`config.mk`:
```
export PLATFORM = sky130hd
export DESIGN_NAME = usm_status_core
export DESIGN_NICKNAME = d
export VERILOG_FILES = /design/src/include/usm_pkg.sv /design/src/rtl/usm_status_core.sv
export SDC_FILE = /design/constraint.sdc
export NUM_CORES = 1
export LEC_CHECK = 0
export BUFFER_PORTS_ARGS = -buffer_cell sky130_fd_sc_hd__buf_4
export CORE_MARGIN = 1.5
export CORE_UTILIZATION = 47
export CTS_CLUSTER_SIZE = 20
export DETAILED_ROUTE_END_ITERATION = 10
export GPL_TIMING_DRIVEN = 0
export PLACE_DENSITY_LB_ADDON = 0.3
export REMOVE_ABC_BUFFERS = 1
export SKIP_CTS_REPAIR_TIMING = 1
export SLEW_MARGIN = 10
export SYNTH_ARGS = -nofsm -noshare
export SYNTH_HDL_FRONTEND = slang
export SYNTH_SLANG_ARGS = --single-unit
```
`constraint.sdc`:
```
create_clock -name core_clk -period 1.5 [get_ports core_clk]
set_input_delay 0.15 -clock core_clk [delete_from_list [all_inputs] [get_ports core_clk]]
set_output_delay 0.15 -clock core_clk [all_outputs]
set_load 0.1 [all_outputs]
```
`src/include/usm_pkg.sv`:
```
package usm_pkg;
  // register byte offsets
  localparam logic [7:0] OFF_CTRL = 8'h00;
  localparam logic [7:0] OFF_LINE_FORMAT_CONFIG = 8'h04;
  localparam logic [7:0] OFF_IRQ_ENABLE_SET = 8'h08;
  localparam logic [7:0] OFF_IRQ_ENABLE_CLEAR = 8'h0C;
  localparam logic [7:0] OFF_IRQ_ENABLE_STATE = 8'h10;
  localparam logic [7:0] OFF_CHANNEL_STATE = 8'h14;
  localparam logic [7:0] OFF_RX_HOLDING_REG = 8'h18;
  localparam logic [7:0] OFF_TX_HOLDING_REG = 8'h1C;
  // control register command bits
  localparam int CMD_RX_RESET = 2;
  localparam int CMD_TX_RESET = 3;
  localparam int CMD_RX_ON = 4;
  localparam int CMD_RX_OFF = 5;
  localparam int CMD_TX_ON = 6;
  localparam int CMD_TX_OFF = 7;
  localparam int CMD_CLEAR_ERROR_FLAGS = 8;
  localparam int CMD_BEGIN_BREAK = 9;
  localparam int CMD_END_BREAK = 10;
  localparam int CMD_CLEAR_ITERATION = 13;
  localparam int CMD_CLEAR_NON_ACK = 14;
  // line_format_config fields
  localparam int LF_MODE_LSB = 0;
  localparam int LF_CLKSRC_LSB = 4;
  localparam int LF_CHARLEN_LSB = 6;
  localparam int LF_SYNC = 8;
  localparam int LF_PARITY_LSB = 9;
  localparam int LF_STOP_LSB = 12;
  localparam int LF_TESTMODE_LSB = 14;
  localparam int LF_MSB_FIRST = 16;
  localparam int LF_NINE_BIT = 17;
  localparam int LF_CLK_OUT = 18;
  localparam int LF_OVERSAMPLE8 = 19;
  localparam int LF_INHIBIT_NON_ACK_SEEN = 20;
  localparam int LF_SUCC_NON_ACK_SEEN_LIM = 21;
  localparam int LF_MAX_ITER_LSB = 24;
  localparam int LF_IR_FILTER = 28;
  localparam logic [31:0] LF_WRITE_MASK = 32'h173F_FFFF;
  localparam logic [31:0] LF_RESET = 32'h0000_0000;
  // status bit positions, shared by mask and channel_state
  localparam int ST_RX_CHAR_READY = 0;
  localparam int ST_TX_HOLDING_FREE = 1;
  localparam int ST_RX_BREAK_EVENT = 2;
  localparam int ST_RX_DMA_DONE = 3;
  localparam int ST_TX_DMA_DONE = 4;
  localparam int ST_OVERRUN_ERROR = 5;
  localparam int ST_FRAMING_ERROR = 6;
  localparam int ST_PARITY_ERROR = 7;
  localparam int ST_RX_TIMEOUT = 8;
  localparam int ST_TX_FULLY_DRAINED = 9;
  localparam int ST_ITERATION_HIT = 10;
  localparam int ST_TX_DMA_BUF_EMPTY = 11;
  localparam int ST_RX_DMA_BUF_FULL = 12;
  localparam int ST_NON_ACK_SEEN = 13;
  localparam int ST_CHANGE_LSB = 16;
  localparam int ST_IMAGE_LSB = 20;
  localparam logic [31:0] IRQ_SRC_MASK = 32'h000F_3FFF;
  localparam logic [31:0] MASK_RESET = 32'h0000_0000;
  // field encodings
  localparam logic [1:0] TM_NORMAL = 2'h0;
  localparam logic [1:0] TM_ECHO = 2'h1;
  localparam logic [1:0] TM_LOCAL_LOOP = 2'h2;
  localparam logic [1:0] TM_REMOTE_LOOP = 2'h3;
  localparam logic [1:0] CLKSRC_EXTERNAL = 2'h3;
  localparam logic [3:0] MODE_SMART_T0 = 4'h4;
  localparam logic [1:0] STOP_ONE = 2'h0;
  localparam logic [1:0] STOP_ONE_HALF = 2'h1;
  localparam logic [1:0] STOP_TWO = 2'h2;
  localparam logic [2:0] HALF_BITS_ONE = 3'h2;
  localparam logic [2:0] HALF_BITS_ONE_HALF = 3'h3;
  localparam logic [2:0] HALF_BITS_TWO = 3'h4;
  localparam logic [3:0] CHAR_BITS_BASE = 4'h5;
  localparam logic [3:0] CHAR_BITS_NINE = 4'h9;
  localparam logic [4:0] SAMPLES_16 = 5'h10;
  localparam logic [4:0] SAMPLES_8 = 5'h08;

  typedef struct packed {
    logic done;
    logic parityErr;
    logic frameErr;
    logic breakEvt;
    logic [8:0] data;
  } usm_rx_evt_t;

  typedef struct packed {
    logic ri;
    logic dsr;
    logic dcd;
    logic cts;
  } usm_modem_t;

  typedef struct packed {
    logic rxTimeout;
    logic txDrained;
    logic rxDmaDone;
    logic txDmaDone;
    logic txDmaBufEmpty;
    logic rxDmaBufFull;
    logic nonAckSeen;
  } usm_side_t;

  typedef struct packed {
    logic [3:0] mode;
    logic [1:0] clockSourceSel;
    logic [2:0] parity;
    logic syncMode;
    logic [2:0] stopHalfBits;
    logic stopReserved;
    logic msbFirst;
    logic [3:0] charBits;
    logic [4:0] samplesPerBit;
    logic rxEnable;
    logic txEnable;
    logic breakReq;
  } usm_cfg_t;
endpackage : usm_pkg

```
`src/rtl/usm_status_core.sv`:
```
// How it works
// stop-bit field picks 1, 1.5, 2 stops
// echo mode copies receiver input to transmit pin
// local loopback feeds transmitter into receiver
// remote loopback ties receive pin to transmit pin
// bit-order flag selects lsb or msb first
// nine-bit flag overrides character length field
// clock pin driven only if enabled, internal source
// oversampling flag picks 16 or 8 samples
// inhibit flag suppresses every non-acknowledge
// parity error sends immediate non-acknowledge
// limited mode counts errors, acks each counted
// limit reached stops acks, sets iteration flag
// iteration-limit field holds maximum repetitions
// filter flag enables 2-of-3 majority vote
// enable-set write of 1 sets mask bit
// enable-clear write of 1 clears mask bit
// mask state reads enabled sources, status positions
// rx ready set on char, cleared by read/disable
// chars seen while disabled raise ready on enable
// tx free low when full, break, or disabled
// tx free rises as soon as enabled
// break flag sticky until error-clear command
// error-clear command clears parity, frame, overrun, break
// modem change flags: edge sets, status read clears
// interrupt when any status bit and mask bit
//
// The register offsets and register access over APB were chosen for this implementation.
`timescale 1ns/1ps
module usm_status_core
  import usm_pkg::*;
(
  input wire logic core_clk,
  input wire logic rst,
  input wire logic psel,
  input wire logic penable,
  input wire logic pwrite,
  input wire logic [7:0] paddr,
  input wire logic [31:0] pwdata,
  output logic [31:0] prdata,
  output logic pready,
  output logic pslverr,
  input wire logic rxdPin,
  output logic txdPin,
  input wire logic sckIn,
  output logic sckOut,
  output logic sckOe,
  input wire logic sampleTick,
  input wire logic txShiftBit,
  input wire logic txTake,
  output logic [8:0] txHoldData,
  output logic txHoldValid,
  output logic rxLine,
  input wire usm_rx_evt_t rxEvt,
  input wire usm_modem_t modemIn,
  input wire usm_side_t sideIn,
  input wire logic baudClk,
  output usm_cfg_t cfgOut,
  output logic nackReq,
  output logic irq
);
  logic [31:0] lineCfg_q, lineCfg_d;
  logic [31:0] mask_q, mask_d;
  logic rxEn_q, rxEn_d, txEn_q, txEn_d;
  logic rxReady_q, rxReady_d, rxPend_q, rxPend_d;
  logic [8:0] rxHold_q, rxHold_d;
  logic holdFull_q, holdFull_d;
  logic [8:0] txHold_q, txHold_d;
  logic breakReq_q, breakReq_d;
  logic brk_q, brk_d, ovr_q, ovr_d, frm_q, frm_d, par_q, par_d;
  logic iterHit_q, iterHit_d, nackFlag_q, nackFlag_d;
  logic [2:0] iterCnt_q, iterCnt_d;
  logic non_ack_seen_q, non_ack_seen_d;
  logic [3:0] chg_q, chg_d, modemPrev_q, modemPrev_d;
  logic primed_q, primed_d;
  logic [2:0] samp_q, samp_d;
  logic txd_q, txd_d, rxLine_q, rxLine_d, sck_q, sck_d;
  logic access, wrAcc, rdAcc, mapped;
  logic [31:0] ctrlWr, status;
  logic [1:0] testMode;
  logic [2:0] maxIter;
  logic majority, rxSel, txFree, smartCard;

  // apb decode; every access completes in its first access cycle
  assign access = psel && penable;
  assign wrAcc = access && pwrite;
  assign rdAcc = access && !pwrite;
  assign pready = 1'b1;
  assign testMode = lineCfg_q[LF_TESTMODE_LSB +: 2];
  assign maxIter = lineCfg_q[LF_MAX_ITER_LSB +: 3];
  assign smartCard = lineCfg_q[LF_MODE_LSB +: 4] == MODE_SMART_T0;
  assign ctrlWr = (wrAcc && paddr == OFF_CTRL) ? pwdata : 32'h0000_0000;

  // address map check; wrong direction on a one-way register also errs
  always_comb begin
    case (paddr)
      OFF_CTRL, OFF_IRQ_ENABLE_SET, OFF_IRQ_ENABLE_CLEAR, OFF_TX_HOLDING_REG: mapped = pwrite;
      OFF_IRQ_ENABLE_STATE, OFF_CHANNEL_STATE, OFF_RX_HOLDING_REG: mapped = !pwrite;
      OFF_LINE_FORMAT_CONFIG: mapped = 1'b1;
      default: mapped = 1'b0;
    endcase
  end
  assign pslverr = access && !mapped;

  // status word, same bit positions as the mask
  assign txFree = txEn_q && !holdFull_q && !breakReq_q;
  always_comb begin
    status = 32'h0000_0000;
    status[ST_RX_CHAR_READY] = rxReady_q;
    status[ST_TX_HOLDING_FREE] = txFree;
    status[ST_RX_BREAK_EVENT] = brk_q;
    status[ST_RX_DMA_DONE] = sideIn.rxDmaDone;
    status[ST_TX_DMA_DONE] = sideIn.txDmaDone;
    status[ST_OVERRUN_ERROR] = ovr_q;
    status[ST_FRAMING_ERROR] = frm_q;
    status[ST_PARITY_ERROR] = par_q;
    status[ST_RX_TIMEOUT] = sideIn.rxTimeout;
    status[ST_TX_FULLY_DRAINED] = sideIn.txDrained;
    status[ST_ITERATION_HIT] = iterHit_q;
    status[ST_TX_DMA_BUF_EMPTY] = sideIn.txDmaBufEmpty;
    status[ST_RX_DMA_BUF_FULL] = sideIn.rxDmaBufFull;
    status[ST_NON_ACK_SEEN] = nackFlag_q;
    status[ST_CHANGE_LSB +: 4] = {chg_q[0], chg_q[1], chg_q[2], chg_q[3]};
    status[ST_IMAGE_LSB +: 4] = {modemIn.cts, modemIn.dcd, modemIn.dsr, modemIn.ri};
  end

  // read mux; reads of write-only or unmapped space return zero
  always_comb begin
    prdata = 32'h0000_0000;
    if (rdAcc) begin
      case (paddr)
        OFF_LINE_FORMAT_CONFIG: prdata = lineCfg_q;
        OFF_IRQ_ENABLE_STATE: prdata = mask_q;
        OFF_CHANNEL_STATE: prdata = status;
        OFF_RX_HOLDING_REG: prdata = {23'h000000, rxHold_q};
        default: prdata = 32'h0000_0000;
      endcase
    end
  end

  assign irq = |(status & mask_q & IRQ_SRC_MASK);

  // receive line: three-sample majority on the sixteenth-bit tick
  assign majority = (samp_q[0] & samp_q[1]) | (samp_q[1] & samp_q[2]) | (samp_q[0] & samp_q[2]);
  always_comb begin
    if (testMode == TM_LOCAL_LOOP) begin
      rxSel = txShiftBit;
    end else if (lineCfg_q[LF_IR_FILTER]) begin
      rxSel = majority;
    end else begin
      rxSel = rxdPin;
    end
  end

  // next-state logic for every register of the block except the transmit pin register
  always_comb begin
    lineCfg_d = lineCfg_q;
    mask_d = mask_q;
    rxEn_d = rxEn_q;
    txEn_d = txEn_q;
    rxReady_d = rxReady_q;
    rxPend_d = rxPend_q;
    rxHold_d = rxHold_q;
    holdFull_d = holdFull_q;
    txHold_d = txHold_q;
    breakReq_d = breakReq_q;
    brk_d = brk_q;
    ovr_d = ovr_q;
    frm_d = frm_q;
    par_d = par_q;
    iterHit_d = iterHit_q;
    nackFlag_d = nackFlag_q;
    iterCnt_d = iterCnt_q;
    non_ack_seen_d = 1'b0;
    chg_d = chg_q;
    modemPrev_d = modemIn;
    primed_d = 1'b1;
    samp_d = sampleTick ? {samp_q[1:0], rxdPin} : samp_q;
    rxLine_d = rxSel;
    sck_d = baudClk;

    if (wrAcc && paddr == OFF_LINE_FORMAT_CONFIG) begin
      lineCfg_d = pwdata & LF_WRITE_MASK;
    end
    // mask: set and clear registers, ones act, zeros leave alone
    if (wrAcc && paddr == OFF_IRQ_ENABLE_SET) begin
      mask_d = mask_q | (pwdata & IRQ_SRC_MASK);
    end
    if (wrAcc && paddr == OFF_IRQ_ENABLE_CLEAR) begin
      mask_d = mask_q & ~pwdata;
    end

    // receiver enable: disable wins over enable in the same write
    if (ctrlWr[CMD_RX_OFF] || ctrlWr[CMD_RX_RESET]) begin
      rxEn_d = 1'b0;
    end else if (ctrlWr[CMD_RX_ON]) begin
      rxEn_d = 1'b1;
    end
    if (ctrlWr[CMD_TX_OFF] || ctrlWr[CMD_TX_RESET]) begin
      txEn_d = 1'b0;
    end else if (ctrlWr[CMD_TX_ON]) begin
      txEn_d = 1'b1;
    end

    // rx ready: holding-register read clears, a new char (set) wins
    if (rdAcc && paddr == OFF_RX_HOLDING_REG) begin
      rxReady_d = 1'b0;
    end
    if (rxEvt.done) begin
      if (rxEn_q) begin
        if (rxReady_q && !(rdAcc && paddr == OFF_RX_HOLDING_REG)) begin
          ovr_d = 1'b1;
        end
        rxReady_d = 1'b1;
        rxHold_d = rxEvt.data;
      end else begin
        rxPend_d = 1'b1;
      end
    end
    if (!rxEn_q) begin
      rxReady_d = 1'b0;
      if (rxEn_d && (rxPend_q || rxEvt.done)) begin
        rxReady_d = 1'b1;
        rxPend_d = 1'b0;
      end
    end
    if (ctrlWr[CMD_RX_RESET]) begin
      rxPend_d = 1'b0;
    end

    // tx holding register; a write in the take cycle keeps it full
    if (txTake) begin
      holdFull_d = 1'b0;
    end
    if (wrAcc && paddr == OFF_TX_HOLDING_REG && txEn_q) begin
      holdFull_d = 1'b1;
      txHold_d = pwdata[8:0];
    end
    if (ctrlWr[CMD_BEGIN_BREAK] && txEn_q) begin
      breakReq_d = 1'b1;
    end else if (ctrlWr[CMD_END_BREAK]) begin
      breakReq_d = 1'b0;
    end
    if (ctrlWr[CMD_TX_RESET]) begin
      holdFull_d = 1'b0;
      breakReq_d = 1'b0;
    end

    // error flags: clear command first, so events in the same cycle win
    if (ctrlWr[CMD_CLEAR_ERROR_FLAGS]) begin
      brk_d = 1'b0;
      ovr_d = 1'b0;
      frm_d = 1'b0;
      par_d = 1'b0;
    end
    if (rxEvt.done && rxEn_q && rxReady_q && !(rdAcc && paddr == OFF_RX_HOLDING_REG)) begin
      ovr_d = 1'b1;
    end
    if (rxEvt.breakEvt) begin
      brk_d = 1'b1;
    end
    if (rxEvt.done && rxEvt.frameErr) begin
      frm_d = 1'b1;
    end
    if (rxEvt.done && rxEvt.parityErr) begin
      par_d = 1'b1;
    end

    // smart-card non-acknowledge and repetition limit
    if (ctrlWr[CMD_CLEAR_ITERATION] && smartCard) begin
      iterHit_d = 1'b0;
      iterCnt_d = 3'h0;
    end
    if (ctrlWr[CMD_CLEAR_NON_ACK]) begin
      nackFlag_d = 1'b0;
    end
    if (sideIn.nonAckSeen) begin
      nackFlag_d = 1'b1;
    end
    if (smartCard && rxEvt.done && rxEn_q) begin
      if (!rxEvt.parityErr) begin
        iterCnt_d = 3'h0; // a good char ends the run of errors
      end else if (!lineCfg_q[LF_SUCC_NON_ACK_SEEN_LIM]) begin
        non_ack_seen_d = !lineCfg_q[LF_INHIBIT_NON_ACK_SEEN];
      end else if (iterCnt_q < maxIter) begin
        non_ack_seen_d = !lineCfg_q[LF_INHIBIT_NON_ACK_SEEN];
        iterCnt_d = iterCnt_q + 3'h1;
        if (iterCnt_q + 3'h1 == maxIter) begin
          iterHit_d = 1'b1;
        end
      end else begin
        iterHit_d = 1'b1;
      end
    end

    // modem change flags: status read clears, an edge in that cycle wins
    if (rdAcc && paddr == OFF_CHANNEL_STATE) begin
      chg_d = 4'h0;
    end
    if (primed_q) begin
      chg_d = chg_d | (modemIn ^ modemPrev_q);
    end
  end

  // transmit pin source per test mode; registered for a clean pin
  always_comb begin
    case (testMode)
      TM_ECHO: txd_d = rxSel;
      TM_LOCAL_LOOP: txd_d = 1'b1; // idle high while looped inside
      TM_REMOTE_LOOP: txd_d = rxdPin;
      default: txd_d = breakReq_q ? 1'b0 : txShiftBit;
    endcase
  end

  always_ff @(posedge core_clk) begin
    if (rst) begin
      lineCfg_q <= LF_RESET;
      mask_q <= MASK_RESET;
      rxEn_q <= 1'b0;
      txEn_q <= 1'b0;
      rxReady_q <= 1'b0;
      rxPend_q <= 1'b0;
      rxHold_q <= 9'h000;
      holdFull_q <= 1'b0;
      txHold_q <= 9'h000;
      breakReq_q <= 1'b0;
      brk_q <= 1'b0;
      ovr_q <= 1'b0;
      frm_q <= 1'b0;
      par_q <= 1'b0;
      iterHit_q <= 1'b0;
      nackFlag_q <= 1'b0;
      iterCnt_q <= 3'h0;
      non_ack_seen_q <= 1'b0;
      chg_q <= 4'h0;
      modemPrev_q <= 4'h0;
      primed_q <= 1'b0;
      samp_q <= 3'h7;
      txd_q <= 1'b1;
      rxLine_q <= 1'b1;
      sck_q <= 1'b0;
    end else begin
      lineCfg_q <= lineCfg_d;
      mask_q <= mask_d;
      rxEn_q <= rxEn_d;
      txEn_q <= txEn_d;
      rxReady_q <= rxReady_d;
      rxPend_q <= rxPend_d;
      rxHold_q <= rxHold_d;
      holdFull_q <= holdFull_d;
      txHold_q <= txHold_d;
      breakReq_q <= breakReq_d;
      brk_q <= brk_d;
      ovr_q <= ovr_d;
      frm_q <= frm_d;
      par_q <= par_d;
      iterHit_q <= iterHit_d;
      nackFlag_q <= nackFlag_d;
      iterCnt_q <= iterCnt_d;
      non_ack_seen_q <= non_ack_seen_d;
      chg_q <= chg_d;
      modemPrev_q <= modemPrev_d;
      primed_q <= primed_d;
      samp_q <= samp_d;
      txd_q <= txd_d;
      rxLine_q <= rxLine_d;
      sck_q <= sck_d;
    end
  end

  // configuration decode for the neighbouring shifters
  always_comb begin
    cfgOut.mode = lineCfg_q[LF_MODE_LSB +: 4];
    cfgOut.clockSourceSel = lineCfg_q[LF_CLKSRC_LSB +: 2];
    cfgOut.parity = lineCfg_q[LF_PARITY_LSB +: 3];
    cfgOut.syncMode = lineCfg_q[LF_SYNC];
    cfgOut.msbFirst = lineCfg_q[LF_MSB_FIRST];
    cfgOut.samplesPerBit = lineCfg_q[LF_OVERSAMPLE8] ? SAMPLES_8 : SAMPLES_16;
    cfgOut.rxEnable = rxEn_q;
    cfgOut.txEnable = txEn_q;
    cfgOut.breakReq = breakReq_q;

    if (lineCfg_q[LF_NINE_BIT]) begin
      cfgOut.charBits = CHAR_BITS_NINE;
    end else begin
      cfgOut.charBits = CHAR_BITS_BASE + {2'h0, lineCfg_q[LF_CHARLEN_LSB +: 2]};
    end
    // reserved codes fall back to one stop bit but are flagged
    cfgOut.stopReserved = 1'b0;
    case (lineCfg_q[LF_STOP_LSB +: 2])
      STOP_ONE: cfgOut.stopHalfBits = HALF_BITS_ONE;
      STOP_ONE_HALF: begin
        cfgOut.stopHalfBits = lineCfg_q[LF_SYNC] ? HALF_BITS_ONE : HALF_BITS_ONE_HALF;
        cfgOut.stopReserved = lineCfg_q[LF_SYNC];
      end
      STOP_TWO: cfgOut.stopHalfBits = HALF_BITS_TWO;
      default: begin
        cfgOut.stopHalfBits = HALF_BITS_ONE;
        cfgOut.stopReserved = 1'b1;
      end
    endcase
  end

  assign txdPin = txd_q;
  assign rxLine = rxLine_q;
  assign sckOut = sck_q;
  // an external clock source means the partner owns the pin
  assign sckOe = lineCfg_q[LF_CLK_OUT] && (lineCfg_q[LF_CLKSRC_LSB +: 2] != CLKSRC_EXTERNAL);
  assign txHoldData = txHold_q;
  assign txHoldValid = holdFull_q && !breakReq_q;
  assign nackReq = non_ack_seen_q;
endmodule : usm_status_core

```
==> results of run 1 <==
## metal layers
metal / vias to the layer above / routed length (um) / global-route usage (%) / part of all wire, %
met2: 338 / 9260 / 43.3 / 48
met1: 2702 / 7430 / 35.3 / 39
met4: 0 / 612 / 11.1 / 3.2
li1: 2594 / - / - / -
met3: 60 / 1820 / 6.53 / 9.5
met5: - / 0 / 0 / 0
## power groups by stage
stage	clock (W)	combinational [W]	sequential (W)
floorplan	0	0.000196	0.00299
global placement	0	0.000539	0.00296
finish	0.00247	0.000691	0.00290
global route	0.00259	0.000721	0.00290
CTS	0.00248	0.000552	0.00290
detailed placement	0	0.000551	0.00296
## worst max-delay path, delay by kind of cell
| kind | cells | cell delay, ns |
|---|---|---|
| AO/OA/AOI/OAI | 2 | 0.32 |
| buffers and inverters | 4 | 0.68 |
| AND/OR/NAND/NOR | 2 | 0.63 |
## final cells by class
class,count,area (um2),share of cell area (%)
Clock buffer,12,256,3.15
Clock inverter,4,48.8,0.599
Inverter,14,56.3,0.691
Multi-Input combinational cell,479,3380,41.5
Sequential cell,107,2160,26.6
Tap cell,143,179,2.20
Timing Repair Buffer,191,2060,25.2
Timing Repair inverter,1,7.51,0.0922
## through the flow
stage	instance area, um2	hold slack, ns	power (W)
final	8150	0.00608	0.00605
after CTS	6690	-0.0522	0.00593
after global routing	8150	0.0129	0.00621
after global placement	6340	0.320	0.00350
after floorplan	5070	0.215	0.00318
after detailed placement	6380	0.323	0.00351
## cell families after synthesis
kind of cell	Yosys count
other cells	2
compound gates	152
mux	34
fa+ha+maj	6
flops	107
buf+inv	76
simple gates	272
xor+xnor	7
## placed cells by master, fill, tap and decap left out, types with 14 or more instances in the layout
cell type / count
buf_4: 121
nor2_1: 22
nor2_4: 23
mux2_2: 16
a22oi_1: 31
or2_0: 18
nand2_1: 116
a21oi_1: 76
nand4_1: 27
mux2i_1: 14
dfxtp_1: 94
buf_12: 38
## worst max path at each step
| stage | endpoint | slack, ns | depth (start not counted) |
|---|---|---|---|
| after CTS | prdata[14] | -1.42 | 6 |
| final | prdata[0] | -0.43 | 8 |
| after global placement | lineCfg_q[21] | -1.97 | 5 |
| after floorplan | prdata[22] | -2.17 | 3 |
| after global routing | prdata[0] | -0.44 | 8 |
| after detailed placement | lineCfg_q[16] | -1.58 | 5 |
==> out/summary.txt, run 1 <==
Seq pwr share - 47.8%
Vias/cell - 5.99
Hold path cells - 2
Port Buf Inserts - 146
Post-synthesis sequential area ratio - 39.5%
Largest family of logic cells by synthesized area - simple AND/OR/NAND/NOR gates
Critical Path Max Stage Delay - 0.41 ns
Vias in the first global route - 4,819
Least-Margin Pin Slew - 0.708 ns
Layout cells sized above 1 - 37.6%
Gpl congestion - 0.863
Setup Viol. Count Final - 37
Worst R2R Path Depth - 6
Final #Nets - 883
Synth Area in XOR/XNOR - 1.13%
Post-Route Setup TNS - -11.12 ns
Crit Path Max Fanout - 7
Crit-path most repeated cell - buf_12
Endpoint class of the critical path - output pin
Peak Freq - 517 MHz
First-pass GRT wire length - 25,000 um
Synth Area in Adders - 1.34%
Layout area overhead - 50.4%
Violated checks - negative setup slack
Cell area power density - 743 nW/um2
Top FF cell, synth - dfxtp_1
Initial DRC count - 649
Leak - 3.03 nW
H-tree levels - 3
Switch share - 25.0%
Compound-Gate Fraction of Synth Area - 17.8%
Routed vias - 5,694
HPWL after DPL - 11,700 um
Fin crit share - 129%
Clock network fraction of design power - 40.7%
Grt total ovfl - 0
Max capacitance violation total - 0
Post-synth top area share - 39.5%
First-pass DRT Iterations - 6
Max IR drop VDD - 0.819 mV
Psw - 0.00151 W
Rows - 39
Final hold viol count - 0
Setup ws final - -0.433 ns
Clk Latency, worst-skew pair - 0.35 ns
Initial antenna violation count - 0
# IOs - 152
Worst hold path class - in -> reg
Die height - 110 um
CTS Buf Count - 9
Synth Register Bits - 107
P_int - 0.00454 W
Fin cells - 951
Global Route Usage Sum - 27.2%
Avg WL per Cell - 20.1 um
R2R Path Start - lineCfg_q[26]
Cells after DPL - 889
CP arrival - 1.78 ns
Ys async rst share - 0%
CTS tree - yes
Reg-to-reg setup timing slack - -0.13 ns
Die ar. - 12,200 um2
DP Worst Slack - -1.58 ns
Die width - 110 um
Worst endpoint required time - 1.35 ns
Finished Core Util - 71.9%
Reg clk slew, reported paths - 0.06 ns
Status - finished, violations left
Fillers - 804
Area contributors post-synth - dfxtp_1 (40%), nand2_1 (8.1%), a21oi_1 (7.3%)
Post-synthesis simple-gate area fraction - 25.7%
Comb pwr share - 11.4%
Skew final - 0.00755 ns
Startpoint Class - input pin
Routed wire length - 19,100 um
Synth area leader - dfxtp_1
Remaining DRCs - 0
Mapped Area - 5420 um2
# diodes - 0
Most common library cells after synthesis - nand2_1 (117), dfxtp_1 (107), a21oi_1 (79)
Crit path time final - 1.93 ns
RSZ-0062 raised after global routing - yes
CTS Root Cell - clkbuf_16
Yosys warns - 0
Max Root-Sink Buffers - 2
EDFF count, synth - 0
CP max-delay cell - or3_4
Final ANT Viol Nets - 0
Initial core utilization - 47.8%
Largest net degree at the start of global routing - 84
Hold Startpoint - pwdata[14]
Final Max Slew Viols - 0
Beginning of the critical path - paddr[6]
Worst r2r dst - iterCnt_q[2]
Synth Area per Inst - 8.26 um2
Clk sinks - 107
Max_slew headroom - 52.8%
Cells after Synth - 656
Crit path cell chain - buf_8 -> or3_4 -> nor3_4 -> o211ai_1 -> buf_4 -> buf_12 -> a21oi_4 -> buf_12
Synth cell types - 63
Core area - 11,300 um2
Most frequent cell after synthesis - nand2_1
Mux contribution to synthesized area - 6.75%
Hold Path End - mask_q[14]
Worst Setup Path Type - in -> out
Power figures use the tool's default switching activity.
==> run 2, diff against run 1 <==
- CORE_MARGIN: 1.5 -> unset
==> out/summary.txt, run 2 (synthesis results as in run 1) <==
CP max-delay cell - or3_4
Remaining DRCs - 0
Area occupied by multi-input gates - 3500 um2
Final ANT Viol Nets - 0
# diodes - 0
Global Route Usage Sum - 28.3%
Rows - 38
Crit path time final - 1.85 ns
Core area - 11,000 um2
CTS Buf Count - 9
Initial antenna violation count - 0
Worst endpoint required time - 1.35 ns
Most common cell after layout, fill and taps aside - buf_4
Cell area power density - 734 nW/um2
First-pass DRT Iterations - 5
Die ar. - 12,000 um2
Status - finished, violations left
Layout area overhead - 56.2%
Layout cells sized above 1 - 42.2%
Critical Path Max Stage Delay - 0.42 ns
Gpl congestion - 0.813
Port Buf Inserts - 146
DP Worst Slack - -1.56 ns
Peak Freq - 540 MHz
Worst R2R Path Depth - 4
Startpoint Class - input pin
Max Root-Sink Buffers - 2
Initial DRC count - 606
Worst r2r dst - iterCnt_q[2]
Cells after DPL - 887
Vias in the first global route - 5,081
Reg clk slew, reported paths - 0.07 ns
Vias/cell - 6.16
Grt total ovfl - 0
CTS Root Cell - clkbuf_16
Worst hold path class - in -> reg
Storage element area - 2180 um2
Crit Path Max Fanout - 7
Max_slew headroom - 39.5%
Die width - 109 um
Fillers - 686
Most frequent cells in the layout - buf_4 (137), nand2_1 (116), dfxtp_1 (88)
Clk Latency, worst-skew pair - 0.35 ns
Final #Nets - 905
RSZ-0062 raised after global routing - yes
# IOs - 152
Fin crit share - 123%
Fin cells - 970
Crit path cell chain - buf_12 -> or3_4 -> nor3_4 -> o211ai_1 -> buf_6 -> buf_12 -> a21oi_4 -> buf_12
Final hold viol count - 0
Clk sinks - 107
Reg-to-reg setup timing slack - -0.16 ns
Max IR drop VDD - 0.594 mV
R2R Path Start - lineCfg_q[3]
Setup ws final - -0.350 ns
Skew final - 0.00542 ns
Routed vias - 5,978
Worst Setup Path Type - in -> out
Hold WS - 0.0110 ns
Setup Viol. Count Final - 45
Hold Startpoint - baudClk
Avg WL per Cell - 21.4 um
H-tree levels - 3
Largest net degree at the start of global routing - 84
Final Max Slew Viols - 0
Violated checks - negative setup slack
CP arrival - 1.70 ns
Leak - 3.18 nW
Endpoint class of the critical path - output pin
Hold path cells - 2
First-pass GRT wire length - 25,800 um
Die height - 109 um
Least-Margin Pin Slew - 0.903 ns
Max capacitance violation total - 0
HPWL after DPL - 11,500 um
CTS tree - yes
Routed wire length - 20,700 um
Crit-path most repeated cell - buf_12
Hold Path End - sckOut
Initial core utilization - 49.1%
-- run 2: cell count changes in the layout (fill, tap and decap cells not counted), moves of 4 or more --
| cell | change |
|---|---|
| buf_4 | +16 |
| dfxtp_1 | -6 |
| a22oi_1 | -5 |
| a22oi_2 | +5 |
| and3_2 | +4 |
| mux2_4 | +4 |
-- run 2: worst max-delay path by stage --
stage	startpoint	to	slack, ns	depth (start not counted)
after floorplan	paddr[5]	prdata[22]	-2.17	3
after CTS	paddr[4]	prdata[13]	-1.52	6
after global placement	paddr[4]	lineCfg_q[7]	-1.97	5
after global routing	paddr[6]	prdata[0]	-0.37	8
after detailed placement	paddr[4]	lineCfg_q[15]	-1.56	5
final	paddr[6]	prdata[0]	-0.35	8
-- run 2: metrics by stage --
| stage | cell area [um2] | TNS, ns | total power (W) | util [%] |
|---|---|---|---|---|
| after detailed placement | 6390 | -117.64 | 0.00351 | 57.9 |
| after floorplan | 5070 | -79.80 | 0.00318 | - |
| after global routing | 8460 | -11.82 | 0.00635 | 76.7 |
| final | 8460 | -9.83 | 0.00621 | 76.7 |
| after global placement | 6340 | -142.16 | 0.00349 | 57.5 |
| after CTS | 6710 | -87.25 | 0.00602 | 60.8 |
-- run 2: layout make-up --
class	instances	area share, %
clock buffer	12	2.91
clock inverter	4	0.873
inverter	14	0.666
multi-input combinational	481	41.4
sequential	107	25.8
tap	140	2.07
timing repair buffer	211	26.3
timing repair inverter	1	0.0592
-- run 2: critical path, delay by kind of cell --
kind,cells,cell delay [ns]
buffers and inverters,4,0.64
and+or+nand+nor,2,0.60
AOI/OAI and AO/OA,2,0.29
-- run 2: where the power goes --
group	switching, W	leakage [nW]	internal [W]
logic	0.000419	2.15	0.000305
clock network	0.00108	0.157	0.00151
registers	0.0000258	0.878	0.00286
total	0.00152	3.18	0.00468
-- run 2: layer usage --
layer  track usage [%]  vias to the layer above  wire length (um)
met1              35.4                     2857              8050
met3              5.22                       89              1940
li1                  -                     2649                 -
met4              12.4                        0               931
met2              47.4                      383              9820
met5                 0                        -                 0
==> run 3, diff against run 2 <==
- CORE_UTILIZATION: 47 -> 48
- clock period: 1.5 -> 1.8 ns (I/O delays scaled with it)
==> out/summary.txt, run 3 (synthesis results as in run 1) <==
Skew final - 0.00614 ns
Finished Core Util - 71.9%
Reg clk slew, reported paths - 0.07 ns
Fin crit share - 113%
RSZ-0062 raised after global routing - yes
Storage element area - 2150 um2
CTS Root Cell - clkbuf_16
Leak - 2.97 nW
Largest net degree at the start of global routing - 84
Fillers - 796
Violated checks - negative hold slack, negative setup slack
Setup ws final - -0.233 ns
First-pass GRT wire length - 25,200 um
Most frequent cells in the layout - buf_4 (144), nand2_1 (117), dfxtp_1 (104)
Endpoint class of the critical path - output pin
Initial DRC count - 574
Worst Setup Path Type - in -> out
Avg WL per Cell - 20.1 um
Initial antenna violation count - 0
Status - finished, violations left
Hold WS - -0.00998 ns
CP arrival - 1.85 ns
Worst hold path class - in -> reg
HPWL after DPL - 11,400 um
Rows - 38
# diodes - 0
Least-Margin Pin Slew - 0.900 ns
Post-Route Setup TNS - -4.38 ns
Cell area power density - 640 nW/um2
Most common cell after layout, fill and taps aside - buf_4
Remaining DRCs - 0
Max IR drop VDD - 0.426 mV
Setup Viol. Count Final - 30
Die height - 108 um
Core area - 10,900 um2
Port Buf Inserts - 146
Final #Nets - 886
Final Max Slew Viols - 0
Overall Power - 0.00503 W
Crit Path Max Fanout - 6
H-tree levels - 3
Max_slew headroom - 39.6%
Die ar. - 11,700 um2
Routed wire length - 19,100 um
Layout area overhead - 45.1%
CTS tree - yes
Startpoint Class - input pin
Fin cells - 951
Final ANT Viol Nets - 0
CTS Buf Count - 9
First-pass DRT Iterations - 7
Peak Freq - 492 MHz
Global Route Usage Sum - 28.3%
Final hold viol count - 5
Gpl congestion - 0.858
Die width - 108 um
Worst endpoint required time - 1.62 ns
Crit path time final - 2.03 ns
Initial core utilization - 49.5%
Vias in the first global route - 4,906
Area occupied by multi-input gates - 3280 um2
Clk Latency, worst-skew pair - 0.36 ns
Layout cells sized above 1 - 36.1%
Vias/cell - 6.00
Cells after DPL - 885
# IOs - 152
Max capacitance violation total - 0
Grt total ovfl - 0
Max Root-Sink Buffers - 2
Clk sinks - 107
Routed vias - 5,708
-- run 3: cell types whose count changed in the layout (fill, tap and decap cells not counted), sizes merged --
| cell | delta |
|---|---|
| inv | +1 |
| clkinv | -1 |
| buf | -7 |
| bufinv | -1 |
| dlygate4sd3 | -10 |
| and4 | -1 |
-- run 3: metal layers --
metal	part of all wire (%)	track usage (%)	vias up
met4	3.6	11.9	0
met1	38	35.5	2700
met3	10	5.91	59
met5	0	0	-
li1	-	-	2606
met2	48	47.0	343
-- run 3: layout make-up --
type / count / area share (%)
timing repair inverter: 1 / 0.0637
inverter: 14 / 0.716
sequential: 107 / 27.3
multi-input combinational: 480 / 41.7
timing repair buffer: 193 / 24.1
tap: 140 / 2.23
clock buffer: 13 / 3.31
clock inverter: 3 / 0.557
-- run 3: stage by stage --
stage                     instance area [um2]  hold WS (ns)  setup WS, ns
after CTS                                6680       -0.0177         -1.21
after detailed placement                 6380         0.354         -1.33
final                                    7860      -0.00998        -0.233
after global routing                     7860       0.00159        -0.269
after floorplan                          5070         0.245         -1.93
after global placement                   6340         0.350         -1.69
-- run 3: final timing paths --
path	startpoint	to	slack, ns	cells past startpoint
worst min-delay path	pwdata[31]	mask_q[31]	-0.01	2
worst min register to register	mask_q[31]	mask_q[31]	0.43	2
worst max register to register	lineCfg_q[25]	iterCnt_q[2]	0.06	6
worst max-delay path	paddr[6]	prdata[0]	-0.23	8
-- run 3: worst max-delay path: stages --
cell	delay [ns]
buf_8	0.10
or3_4	0.41
nor3_4	0.24
o211ai_1	0.18
buf_4	0.23
buf_12	0.16
a21oi_4	0.15
buf_12	0.19
-- run 3: where the power goes --
part	total (W)	switching, W	internal [W]
clock	0.00207	0.000912	0.00116
sequential	0.00241	0.0000195	0.00239
combinational	0.000544	0.000322	0.000222
total	0.00503	0.00125	0.00377
